<file path="src/rtl/rmc_pkg.sv">
// Constants and carrier types for the radio module mode and busy control.
// Assumes a single 25 MHz core clock shared by every user of this package.

package rmc_pkg;

	// ****************************************
	// Clock and timing
	// ****************************************
	localparam int CLK_FREQ_MHZ = 25;
	localparam int T_SWITCH_US  = 1000;
	localparam int T_SETTLE_US  = 2000;
	localparam int T_RELOAD_US  = 200;
	localparam int SWITCH_CYC   = T_SWITCH_US * CLK_FREQ_MHZ;
	localparam int SETTLE_CYC   = T_SETTLE_US * CLK_FREQ_MHZ;
	localparam int RELOAD_CYC   = T_RELOAD_US * CLK_FREQ_MHZ;
	localparam int TMR_W        = 17;

	// ****************************************
	// Buffer and addressing
	// ****************************************
	localparam int          TX_BUF_BYTES   = 1000;
	localparam int          TX_CNT_W       = 10;
	localparam logic [15:0] ADDR_ALL_ONES  = 16'hffff;
	localparam logic [15:0] ADDR_ALL_ZEROS = 16'h0000;

	// ****************************************
	// Operating modes, high:low select pins
	// ****************************************
	localparam logic [1:0] MODE_NORMAL = 2'h0;
	localparam logic [1:0] MODE_WOR    = 2'h1;
	localparam logic [1:0] MODE_CFG    = 2'h2;
	localparam logic [1:0] MODE_SLEEP  = 2'h3;

	// ****************************************
	// Register map, byte addresses
	// ****************************************
	localparam logic [3:0]  REG_OWN_ADDR  = 4'h0;
	localparam logic [3:0]  REG_CHANNEL   = 4'h4;
	localparam logic [3:0]  REG_STATUS    = 4'h8;
	localparam logic [15:0] OWN_ADDR_RST  = 16'h0001;
	localparam logic [7:0]  CHANNEL_RST   = 8'h00;
	localparam int          ST_READY_BIT  = 0;
	localparam int          ST_MODE_LSB   = 1;
	localparam int          ST_SWITCH_BIT = 3;
	localparam int          ST_RELOAD_BIT = 4;
	localparam int          ST_TXCNT_LSB  = 16;

	// ****************************************
	// Types
	// ****************************************
	typedef struct packed {
		logic mode_select_high;
		logic mode_select_low;
	} rmc_mode_pins_t;

	typedef struct packed {
		logic [15:0] dst;
		logic [7:0]  chan;
	} rmc_pkt_hdr_t;

	typedef enum logic [1:0] {
		ST_RELOAD,
		ST_RUN,
		ST_SWITCH
	} rmc_state_t;

endpackage

</file>
<file path="src/rtl/rmc_mode_ctrl.sv">
// Mode select, busy indicator and address filter of the serial radio module.
// Assumes UART and radio logic on ref_clk; mode pins arrive asynchronously.
//
// Function
// - All-ones/zeros sender address reaches every listener
// - All-ones/zeros own address accepts any target
// - Indicator low at once through self-check
// - Indicator rises, pin-selected mode starts
// - 1000-byte buffer; high means drained
// - Low while buffer not handed to radio
// - Low before and during serial output
// - Low if any busy condition holds
// - Pins ignored while busy
// - Change during busy, except to sleep: new mode 2ms later
// - Reload after sleep or reset, indicator low
// - Pins decode to four modes
// - Normal: serial and radio, air config
// - Wake-on-air transmit or receive
// - Configuration: register access over serial
// - Idle change starts after 1ms
// - Finish pending transfer before switching
// - Sleep entered after pending data, 1ms
// - Idle or sleep change completes within 1ms; held-off change 2ms
//
// The Avalon-MM slave port and the register offsets were left to the implementer.

`timescale 1ns/10ps
`default_nettype none

module rmc_mode_ctrl
	import rmc_pkg::*;
#(
	parameter int P_SWITCH_CYC   = SWITCH_CYC,
	parameter int P_SETTLE_CYC   = SETTLE_CYC,
	parameter int P_RELOAD_CYC   = RELOAD_CYC,
	parameter int P_TX_BUF_BYTES = TX_BUF_BYTES
)
(
	// Clock and reset
	input  wire logic                ref_clk,
	input  wire logic                srst,
	// Mode select pins
	input  wire rmc_mode_pins_t      mode_pins,
	// Host serial bytes into the transmit buffer
	input  wire logic                host_byte_valid,
	output var  logic                host_byte_ready,
	input  wire logic                radio_byte_take,
	// Received data towards the serial output
	input  wire logic                rx_out_pending,
	output var  logic                rx_out_go,
	// Radio receive filter
	input  wire logic                rx_pkt_valid,
	input  wire rmc_pkt_hdr_t        rx_pkt_hdr,
	output var  logic                rx_pkt_accept,
	// Radio transmit header
	output var  rmc_pkt_hdr_t        tx_pkt_hdr,
	output var  logic                tx_broadcast,
	// Mode state
	output var  logic                ready_ind,
	output var  logic [1:0]          active_mode,
	output var  logic                radio_enable,
	output var  logic                wor_enable,
	output var  logic                ota_cfg_enable,
	output var  logic                cfg_access_enable,
	output var  logic                sleep_enable,
	// Avalon-MM slave
	input  wire logic [3:0]          avs_address,
	input  wire logic                avs_read,
	input  wire logic                avs_write,
	input  wire logic [3:0]          avs_byteenable,
	input  wire logic [31:0]         avs_writedata,
	output var  logic [31:0]         avs_readdata,
	output var  logic                avs_waitrequest
);

	// ****************************************
	// Elaboration checks
	// ****************************************
	if (P_SWITCH_CYC < 1 || P_SETTLE_CYC < 1 || P_RELOAD_CYC < 1 ||
		P_SWITCH_CYC >= (1 << TMR_W) || P_SETTLE_CYC >= (1 << TMR_W) ||
		P_RELOAD_CYC >= (1 << TMR_W))
	begin : g_bad_tmr
		$error("timer counts out of range");
	end
	if (P_TX_BUF_BYTES < 1 || P_TX_BUF_BYTES >= (1 << TX_CNT_W))
	begin : g_bad_buf
		$error("buffer size out of range");
	end

	localparam logic [TMR_W-1:0]    LD_SWITCH = TMR_W'(P_SWITCH_CYC - 1);
	localparam logic [TMR_W-1:0]    LD_SETTLE = TMR_W'(P_SETTLE_CYC - 1);
	localparam logic [TMR_W-1:0]    LD_RELOAD = TMR_W'(P_RELOAD_CYC - 1);
	localparam logic [TX_CNT_W-1:0] BUF_MAX   = TX_CNT_W'(P_TX_BUF_BYTES);

	function automatic logic is_wild(input logic [15:0] a);
		is_wild = (a == ADDR_ALL_ONES) || (a == ADDR_ALL_ZEROS);
	endfunction

	// ****************************************
	// Pin synchronisation
	// ****************************************
	rmc_mode_pins_t pins_s;

	rmc_sync2 #(
		.W (2)
	) u_pin_sync (
		.ref_clk (ref_clk),
		.srst    (srst),
		.din     (mode_pins),
		.dout    (pins_s)
	);

	// ****************************************
	// Mode state machine
	// ****************************************
	rmc_state_t            state_ff;
	logic [TMR_W-1:0]      tmr_ff;
	logic [1:0]            mode_ff;
	logic [1:0]            tgt_ff;
	logic                  rdy_prev_ff;
	logic [TX_CNT_W-1:0]   tx_cnt_ff;
	logic [15:0]           own_addr_ff;
	logic [7:0]            chan_ff;
	logic                  busy;
	logic                  just_rose;
	logic                  pins_differ;

	assign busy        = (state_ff == ST_RELOAD) || (tx_cnt_ff != '0) ||
		rx_out_pending;
	assign just_rose   = ready_ind && !rdy_prev_ff;
	assign pins_differ = pins_s != mode_ff;

	// Indicator is the inverse of the OR of all busy causes
	always_ff @(posedge ref_clk)
	begin
		if (srst)
		begin
			ready_ind   <= 1'b0;
			rdy_prev_ff <= 1'b0;
		end
		else
		begin
			ready_ind   <= !busy;
			rdy_prev_ff <= ready_ind;
		end
	end

	always_ff @(posedge ref_clk)
	begin
		if (srst)
		begin
			state_ff <= ST_RELOAD;
			tmr_ff   <= LD_RELOAD;
			mode_ff  <= MODE_NORMAL;
			tgt_ff   <= MODE_NORMAL;
		end
		else
		begin
			case (state_ff)
				ST_RELOAD:
				begin
					if (tmr_ff == '0)
					begin
						mode_ff  <= pins_s;
						state_ff <= ST_RUN;
					end
					else
						tmr_ff <= tmr_ff - 1'b1;
				end
				ST_RUN:
				begin
					// Pins looked at only while the indicator is high
					if (ready_ind && pins_differ)
					begin
						tgt_ff   <= pins_s;
						state_ff <= ST_SWITCH;
						// A change held off by busy, unless to sleep, waits out the settle time
						if (just_rose && pins_s != MODE_SLEEP)
							tmr_ff <= LD_SETTLE;
						else
							tmr_ff <= LD_SWITCH;
					end
				end
				ST_SWITCH:
				begin
					if (ready_ind && pins_differ && pins_s != tgt_ff)
					begin
						tgt_ff <= pins_s;
						tmr_ff <= LD_SWITCH;
					end
					else if (tmr_ff == '0)
					begin
						mode_ff <= tgt_ff;
						if (mode_ff == MODE_SLEEP)
						begin
							state_ff <= ST_RELOAD;
							tmr_ff   <= LD_RELOAD;
						end
						else
							state_ff <= ST_RUN;
					end
					else
						tmr_ff <= tmr_ff - 1'b1;
				end
				default:
				begin
					state_ff <= ST_RELOAD;
					tmr_ff   <= LD_RELOAD;
				end
			endcase
		end
	end

	// ****************************************
	// Mode decode
	// ****************************************
	always_ff @(posedge ref_clk)
	begin
		if (srst)
		begin
			active_mode       <= MODE_NORMAL;
			radio_enable      <= 1'b0;
			wor_enable        <= 1'b0;
			ota_cfg_enable    <= 1'b0;
			cfg_access_enable <= 1'b0;
			sleep_enable      <= 1'b0;
		end
		else
		begin
			active_mode       <= mode_ff;
			radio_enable      <= state_ff != ST_RELOAD &&
				(mode_ff == MODE_NORMAL || mode_ff == MODE_WOR);
			wor_enable        <= state_ff != ST_RELOAD && mode_ff == MODE_WOR;
			ota_cfg_enable    <= state_ff != ST_RELOAD && mode_ff == MODE_NORMAL;
			cfg_access_enable <= state_ff != ST_RELOAD && mode_ff == MODE_CFG;
			sleep_enable      <= state_ff != ST_RELOAD && mode_ff == MODE_SLEEP;
		end
	end

	// ****************************************
	// Transmit buffer occupancy
	// ****************************************
	logic push;
	logic pop;

	assign push = host_byte_valid && host_byte_ready;
	assign pop  = radio_byte_take && (tx_cnt_ff != '0);

	always_ff @(posedge ref_clk)
	begin
		if (srst)
			tx_cnt_ff <= '0;
		else if (push && !pop)
			tx_cnt_ff <= tx_cnt_ff + 1'b1;
		else if (pop && !push)
			tx_cnt_ff <= tx_cnt_ff - 1'b1;
	end

	// New bytes only in a running data mode; none after the first cycle of a switch
	always_ff @(posedge ref_clk)
	begin
		if (srst)
			host_byte_ready <= 1'b0;
		else
			host_byte_ready <= state_ff == ST_RUN &&
				(mode_ff == MODE_NORMAL || mode_ff == MODE_WOR) &&
				(tx_cnt_ff + TX_CNT_W'(push)) < BUF_MAX;
	end

	// Serial output waits one cycle for the indicator to fall first
	always_ff @(posedge ref_clk)
	begin
		if (srst)
			rx_out_go <= 1'b0;
		else
			rx_out_go <= rx_out_pending && !ready_ind;
	end

	// ****************************************
	// Address filter and transmit header
	// ****************************************
	always_ff @(posedge ref_clk)
	begin
		if (srst)
		begin
			rx_pkt_accept <= 1'b0;
			tx_pkt_hdr    <= '0;
			tx_broadcast  <= 1'b0;
		end
		else
		begin
			rx_pkt_accept <= rx_pkt_valid && radio_enable && rx_pkt_hdr.chan == chan_ff &&
				(rx_pkt_hdr.dst == own_addr_ff || is_wild(rx_pkt_hdr.dst) ||
				is_wild(own_addr_ff));
			tx_pkt_hdr.dst  <= own_addr_ff;
			tx_pkt_hdr.chan <= chan_ff;
			tx_broadcast    <= is_wild(own_addr_ff);
		end
	end

	// ****************************************
	// Register slave
	// ****************************************
	logic req;
	logic wr_take;

	assign req     = avs_read || avs_write;
	assign wr_take = avs_write && !avs_waitrequest;

	// One wait cycle, then a single acknowledge cycle
	always_ff @(posedge ref_clk)
	begin
		if (srst)
			avs_waitrequest <= 1'b1;
		else
			avs_waitrequest <= !(req && avs_waitrequest);
	end

	always_ff @(posedge ref_clk)
	begin
		if (srst)
			avs_readdata <= '0;
		else if (avs_read && avs_waitrequest)
		begin
			avs_readdata <= '0;
			case (avs_address)
				REG_OWN_ADDR: avs_readdata[15:0] <= own_addr_ff;
				REG_CHANNEL:  avs_readdata[7:0]  <= chan_ff;
				REG_STATUS:
				begin
					avs_readdata[ST_READY_BIT]                     <= ready_ind;
					avs_readdata[ST_MODE_LSB +: 2]                 <= mode_ff;
					avs_readdata[ST_SWITCH_BIT]                    <= state_ff == ST_SWITCH;
					avs_readdata[ST_RELOAD_BIT]                    <= state_ff == ST_RELOAD;
					avs_readdata[ST_TXCNT_LSB +: TX_CNT_W]         <= tx_cnt_ff;
				end
				default: avs_readdata <= '0;
			endcase
		end
	end

	always_ff @(posedge ref_clk)
	begin
		if (srst)
		begin
			own_addr_ff <= OWN_ADDR_RST;
			chan_ff     <= CHANNEL_RST;
		end
		else if (wr_take)
		begin
			if (avs_address == REG_OWN_ADDR)
			begin
				if (avs_byteenable[0])
					own_addr_ff[7:0] <= avs_writedata[7:0];
				if (avs_byteenable[1])
					own_addr_ff[15:8] <= avs_writedata[15:8];
			end
			if (avs_address == REG_CHANNEL && avs_byteenable[0])
				chan_ff <= avs_writedata[7:0];
		end
	end
endmodule

`default_nettype wire

</file>
<file path="src/rtl/rmc_sync2.sv">
// Two-flop synchroniser for pin levels.
// Assumes the inputs are quasi-static levels such as mode select straps.

`timescale 1ns/10ps
`default_nettype none

module rmc_sync2
	import rmc_pkg::*;
#(
	parameter int W = 2
)
(
	// Clock and reset
	input  wire logic         ref_clk,
	input  wire logic         srst,
	// Levels
	input  wire logic [W-1:0] din,
	output var  logic [W-1:0] dout
);

	logic [W-1:0] meta_ff;

	// First stage feeds only the second stage
	always_ff @(posedge ref_clk)
	begin
		if (srst)
		begin
			meta_ff <= '0;
			dout    <= '0;
		end
		else
		begin
			meta_ff <= din;
			dout    <= meta_ff;
		end
	end

endmodule

`default_nettype wire

</file>
<file path="config.mk">
export PLATFORM = sky130hd
export DESIGN_NAME = rmc_mode_ctrl
export DESIGN_NICKNAME = d
export VERILOG_FILES = /design/src/rtl/rmc_pkg.sv /design/src/rtl/rmc_mode_ctrl.sv /design/src/rtl/rmc_sync2.sv
export SDC_FILE = /design/constraint.sdc
export NUM_CORES = 1
export LEC_CHECK = 0
export BUFFER_PORTS_ARGS = -buffer_cell sky130_fd_sc_hd__clkbuf_2
export CAP_MARGIN = 20
export CORE_MARGIN = 1.5
export CORE_UTILIZATION = 48
export CTS_CLUSTER_SIZE = 20
export DETAILED_ROUTE_END_ITERATION = 8
export HOLD_SLACK_MARGIN = 0.1
export PLACE_DENSITY = 0.84
export RECOVER_POWER = 100
export SYNTH_ARGS = -nofsm -noshare
export SYNTH_HDL_FRONTEND = slang
export SYNTH_SLANG_ARGS = --single-unit
</file>
<file path="constraint.sdc">
create_clock -name ref_clk -period 3.21 [get_ports ref_clk]
set_input_delay 0.963 -clock ref_clk [delete_from_list [all_inputs] [get_ports ref_clk]]
set_output_delay 0.963 -clock ref_clk [all_outputs]
set_load 0.02 [all_outputs]
</file>
==> summary.md <==
| Metric | Value |
|---|---|
| Vias in the first global route | `between 4000 and 5000` |
| Area of the multi-input gates | `around 3000 um2` |
| CTS buffer count | `17` |
| CP cell instances | `inv_1, ha_1, or4b_1, or3_1, a2111oi_2, a21boi_0, a22o_1` |
| Synthesized area per cell | `8.92 um2` |
| Number of synthesized flops with an enable pin | `0` |
| Data arrival, critical path | `3.38 ns` |
| H-tree levels | `4` |
| Top_reg_cell synth | `dfxtp_1` |
| Largest net degree at the start of global routing | `43` |
| Slowest cell on crit path | `a2111oi_2` |
| Leakage | `2.79 nW` |
| Post-synth cell types | `65` |
| Post-route cell area | `7170 um2` |
| Vias | `approximately 5400` |
| Row cnt | `39` |
| Drt drc | `11` |
| Width of the chip | `112 um` |
| Clk sinks | `around 130` |
| Crit path launch type | `flip-flop` |
| Bufs on Longest Clock Path | `2` |
| Failing checks | `design-rule violations, max-capacitance violations, max-slew violations` |
| Clock slew at reported path FFs | `0.06 ns` |
| Reg-to-reg startpoint | `tmr_ff[0]$_SDFFE_PP1P_` |
| Die Footprint | `12600 um2` |
| Critical Path End Type | `flip-flop` |
| GRT overflow | `0` |
| Layout cell share with drive strength beyond 1 | `16.9%` |
| Routed Antenna Nets | `0` |
| Hold_ws | `approximately 0.45 ns` |
| Fraction of the yosys area taken by sequential cells | `43.8%` |
| DR WL/cell | `16.6 um` |
| Core Util, Final | `62.3%` |
| Via density per instance | `~5.8` |
| Gpl congestion | `0.955` |
| Worst rel slew slack | `-12.9%` |
| CP Class | `reg -> reg` |
| Mapped Cells | `640` |
| Critical path fanouts, max | `8` |
| Mapped Area | `~5700 um2` |
| Core ar. | `~12000 um2` |
| Routed wire length | `15400 um` |
| Setup violators final | `0` |
| Hold Buf Count CTS | `0` |
| Die H | `112 um` |
| Delay of the slowest critical-path stage | `about 0.7 ns` |
| Cell Pwr Density | `705 nW/um2` |
| CTS resizes | `0` |
| Iter 0 DRT Violations | `525` |
| Post-DP HPWL | `10600 um` |
| Hold Startpoint | `u_pin_sync.meta_ff[0]$_SDFF_PP0_` |
| 1st-pass router iterations | `7` |
| Worst Hold Class | `reg -> reg` |
| Outcome | `finished with violations` |
| Worst EP required | `3.52 ns` |
| Global-route wire length before repair | `24700 um` |
| Storage element area | `2500 um2` |
| Async S/R FF share, synth | `0%` |
| Tightest Pin Transition | `roughly 1.7 ns` |
| Final Cycle Share | `around 96%` |
| Crit. Startpoint | `tmr_ff[0]$_SDFFE_PP1P_` |
| I/O Pins | `between 100 and 150` |
| CTS tree | `done` |
| Area grow syn2layout | `25.5%` |
| Max frequency | `326 MHz` |
| Initial Util | `49.6%` |
| Post-CTS setup buffer count | `0` |
| Initial antenna violation count | `0` |
| Number of synthesized register bits | `roughly 130` |
| YS warnings | `0` |
| Clk_skew | `0.00680 ns` |
| Crit path time final | `3.07 ns` |
| Slew Limit Fails | `39` |
| Area of placed instances | `6590 um2` |
| Final hold vios | `0` |
| IO Port Bufs | `~120` |
| Number of antenna cells inserted | `0` |
| Worst-skew pair later-pin latency | `about 0.42 ns` |
| Worst vdd ir | `0.000433 V` |
| RSZ-0062 raised after global routing | `no` |
| Layout Nets | `860` |
| Max Cap Viol | `1` |
| Root Driver | `clkbuf_16` |
| Fill cells | `958` |
| Overall Global Routing Usage | `24.9%` |
[layout make-up]
| class | instances | area share, % |
|---|---|---|
| well taps | 143 | 2.50 |
| clock buffers | 22 | 6.75 |
| inverters | 14 | 0.733 |
| repair buffers | 150 | 10.4 |
| clock inverters | 10 | 2.56 |
| flip-flops and latches | 125 | 34.9 |
| multi-input cells | 466 | 42.1 |
[path summary, 6_finish.rpt]
check / to / slack (ns) / cells after the start
setup / recovery: tmr_ff[6]$_SDFFE_PP0P_ / 0.14 / 7
hold / removal: u_pin_sync.dout[0]$_SDFF_PP0_ / 0.45 / 1
setup reg to reg: tmr_ff[6]$_SDFFE_PP0P_ / 0.14 / 7
hold reg to reg: u_pin_sync.dout[0]$_SDFF_PP0_ / 0.45 / 1
[power by group]
group,switching (mW),internal [mW]
sequential,0.0604,1.63
clock,0.689,1.46
combinational,0.640,0.578
total,1.39,3.67
[stage by stage]
step	total power, mW	worst slack (ns)	cells	setup TNS [ns]
6_report	5.05	0.140	930	0
4_1_cts	5.04	0.120	930	0
3_3_place_gp	2.85	-0.220	898	-0.410
5_1_grt	5.29	0.0119	930	0
2_1_floorplan	2.49	0.00157	645	0
3_5_place_dp	2.89	-0.246	898	-0.527
[per-layer routing]
layer	part of all wire, %	track usage [%]	vias up
met3	6.1	7.02	43
met4	3.7	12.2	0
met1	42	30.8	2548
met2	48	40.2	225
met5	0	0	-
li1	-	-	2579
[cells in the final DEF, fill, tap and decap left out, drive strengths merged, types with 26 or more instances in the layout]
master and count:
o21ai 26, nor4 26, a21oi 29, nor2b 37, buf 31, nor2 82, mux2i 32, nand2 31
dfxtp 125, clkbuf 141
[flip-flops by register name (all words and copies together), names as in the netlist, 2 cells and up]
signal	count
avs_readdata	26
tx_pkt_hdr	24
tmr_ff	17
own_addr_ff	16
tx_cnt_ff	10
chan_ff	8
active_mode	2
mode_ff	2
state_ff	2
tgt_ff	2
u_pin_sync.dout	2
u_pin_sync.meta_ff	2
[synthesized netlist by cell type (all sizes together) (10+ instances only)]
master / number / share of area [%]
buf: 10 / 1.2
dfxtp: 125 / 44
nor2b: 37 / 4.1
xor2: 23 / 3.5
nand4: 14 / 1.5
inv: 13 / 0.85
nor2: 82 / 5.4
a21oi: 29 / 2.6
mux2i: 32 / 5.6
nor3: 17 / 1.5
nand3: 12 / 1.1
o21ai: 26 / 2.3
nand2: 31 / 2.0
clkbuf: 30 / 2.0
xnor2: 11 / 1.7
nor4: 26 / 2.8
ha: 11 / 2.4
a22oi: 16 / 2.1
[cells by family (layout without fill, tap and decap cells)]
logic type | count (synthesis) | after routing | share of synthesized area, %
buf+inv | 54 | 196 | 4.07
simple gates | 253 | 253 | 22.7
compound gates | 128 | 128 | 15.6
fa+ha+maj | 12 | 12 | 2.76
flops | 125 | 125 | 43.8
xor+xnor | 34 | 34 | 5.21
mux | 33 | 33 | 5.81
other cells | 1 | 6 | 0.0657
[critical path, delay by kind of cell (launching register included)]
kind                       cells  cell delay (ns)
adders and majority gates      1             0.15
and+or+nand+nor                2             0.87
DFF                            1             0.35
buffers and inverters          1             0.09
AOI/OAI and AO/OA              3             1.50
No activity file was read; power rests on OpenSTA's default activity.
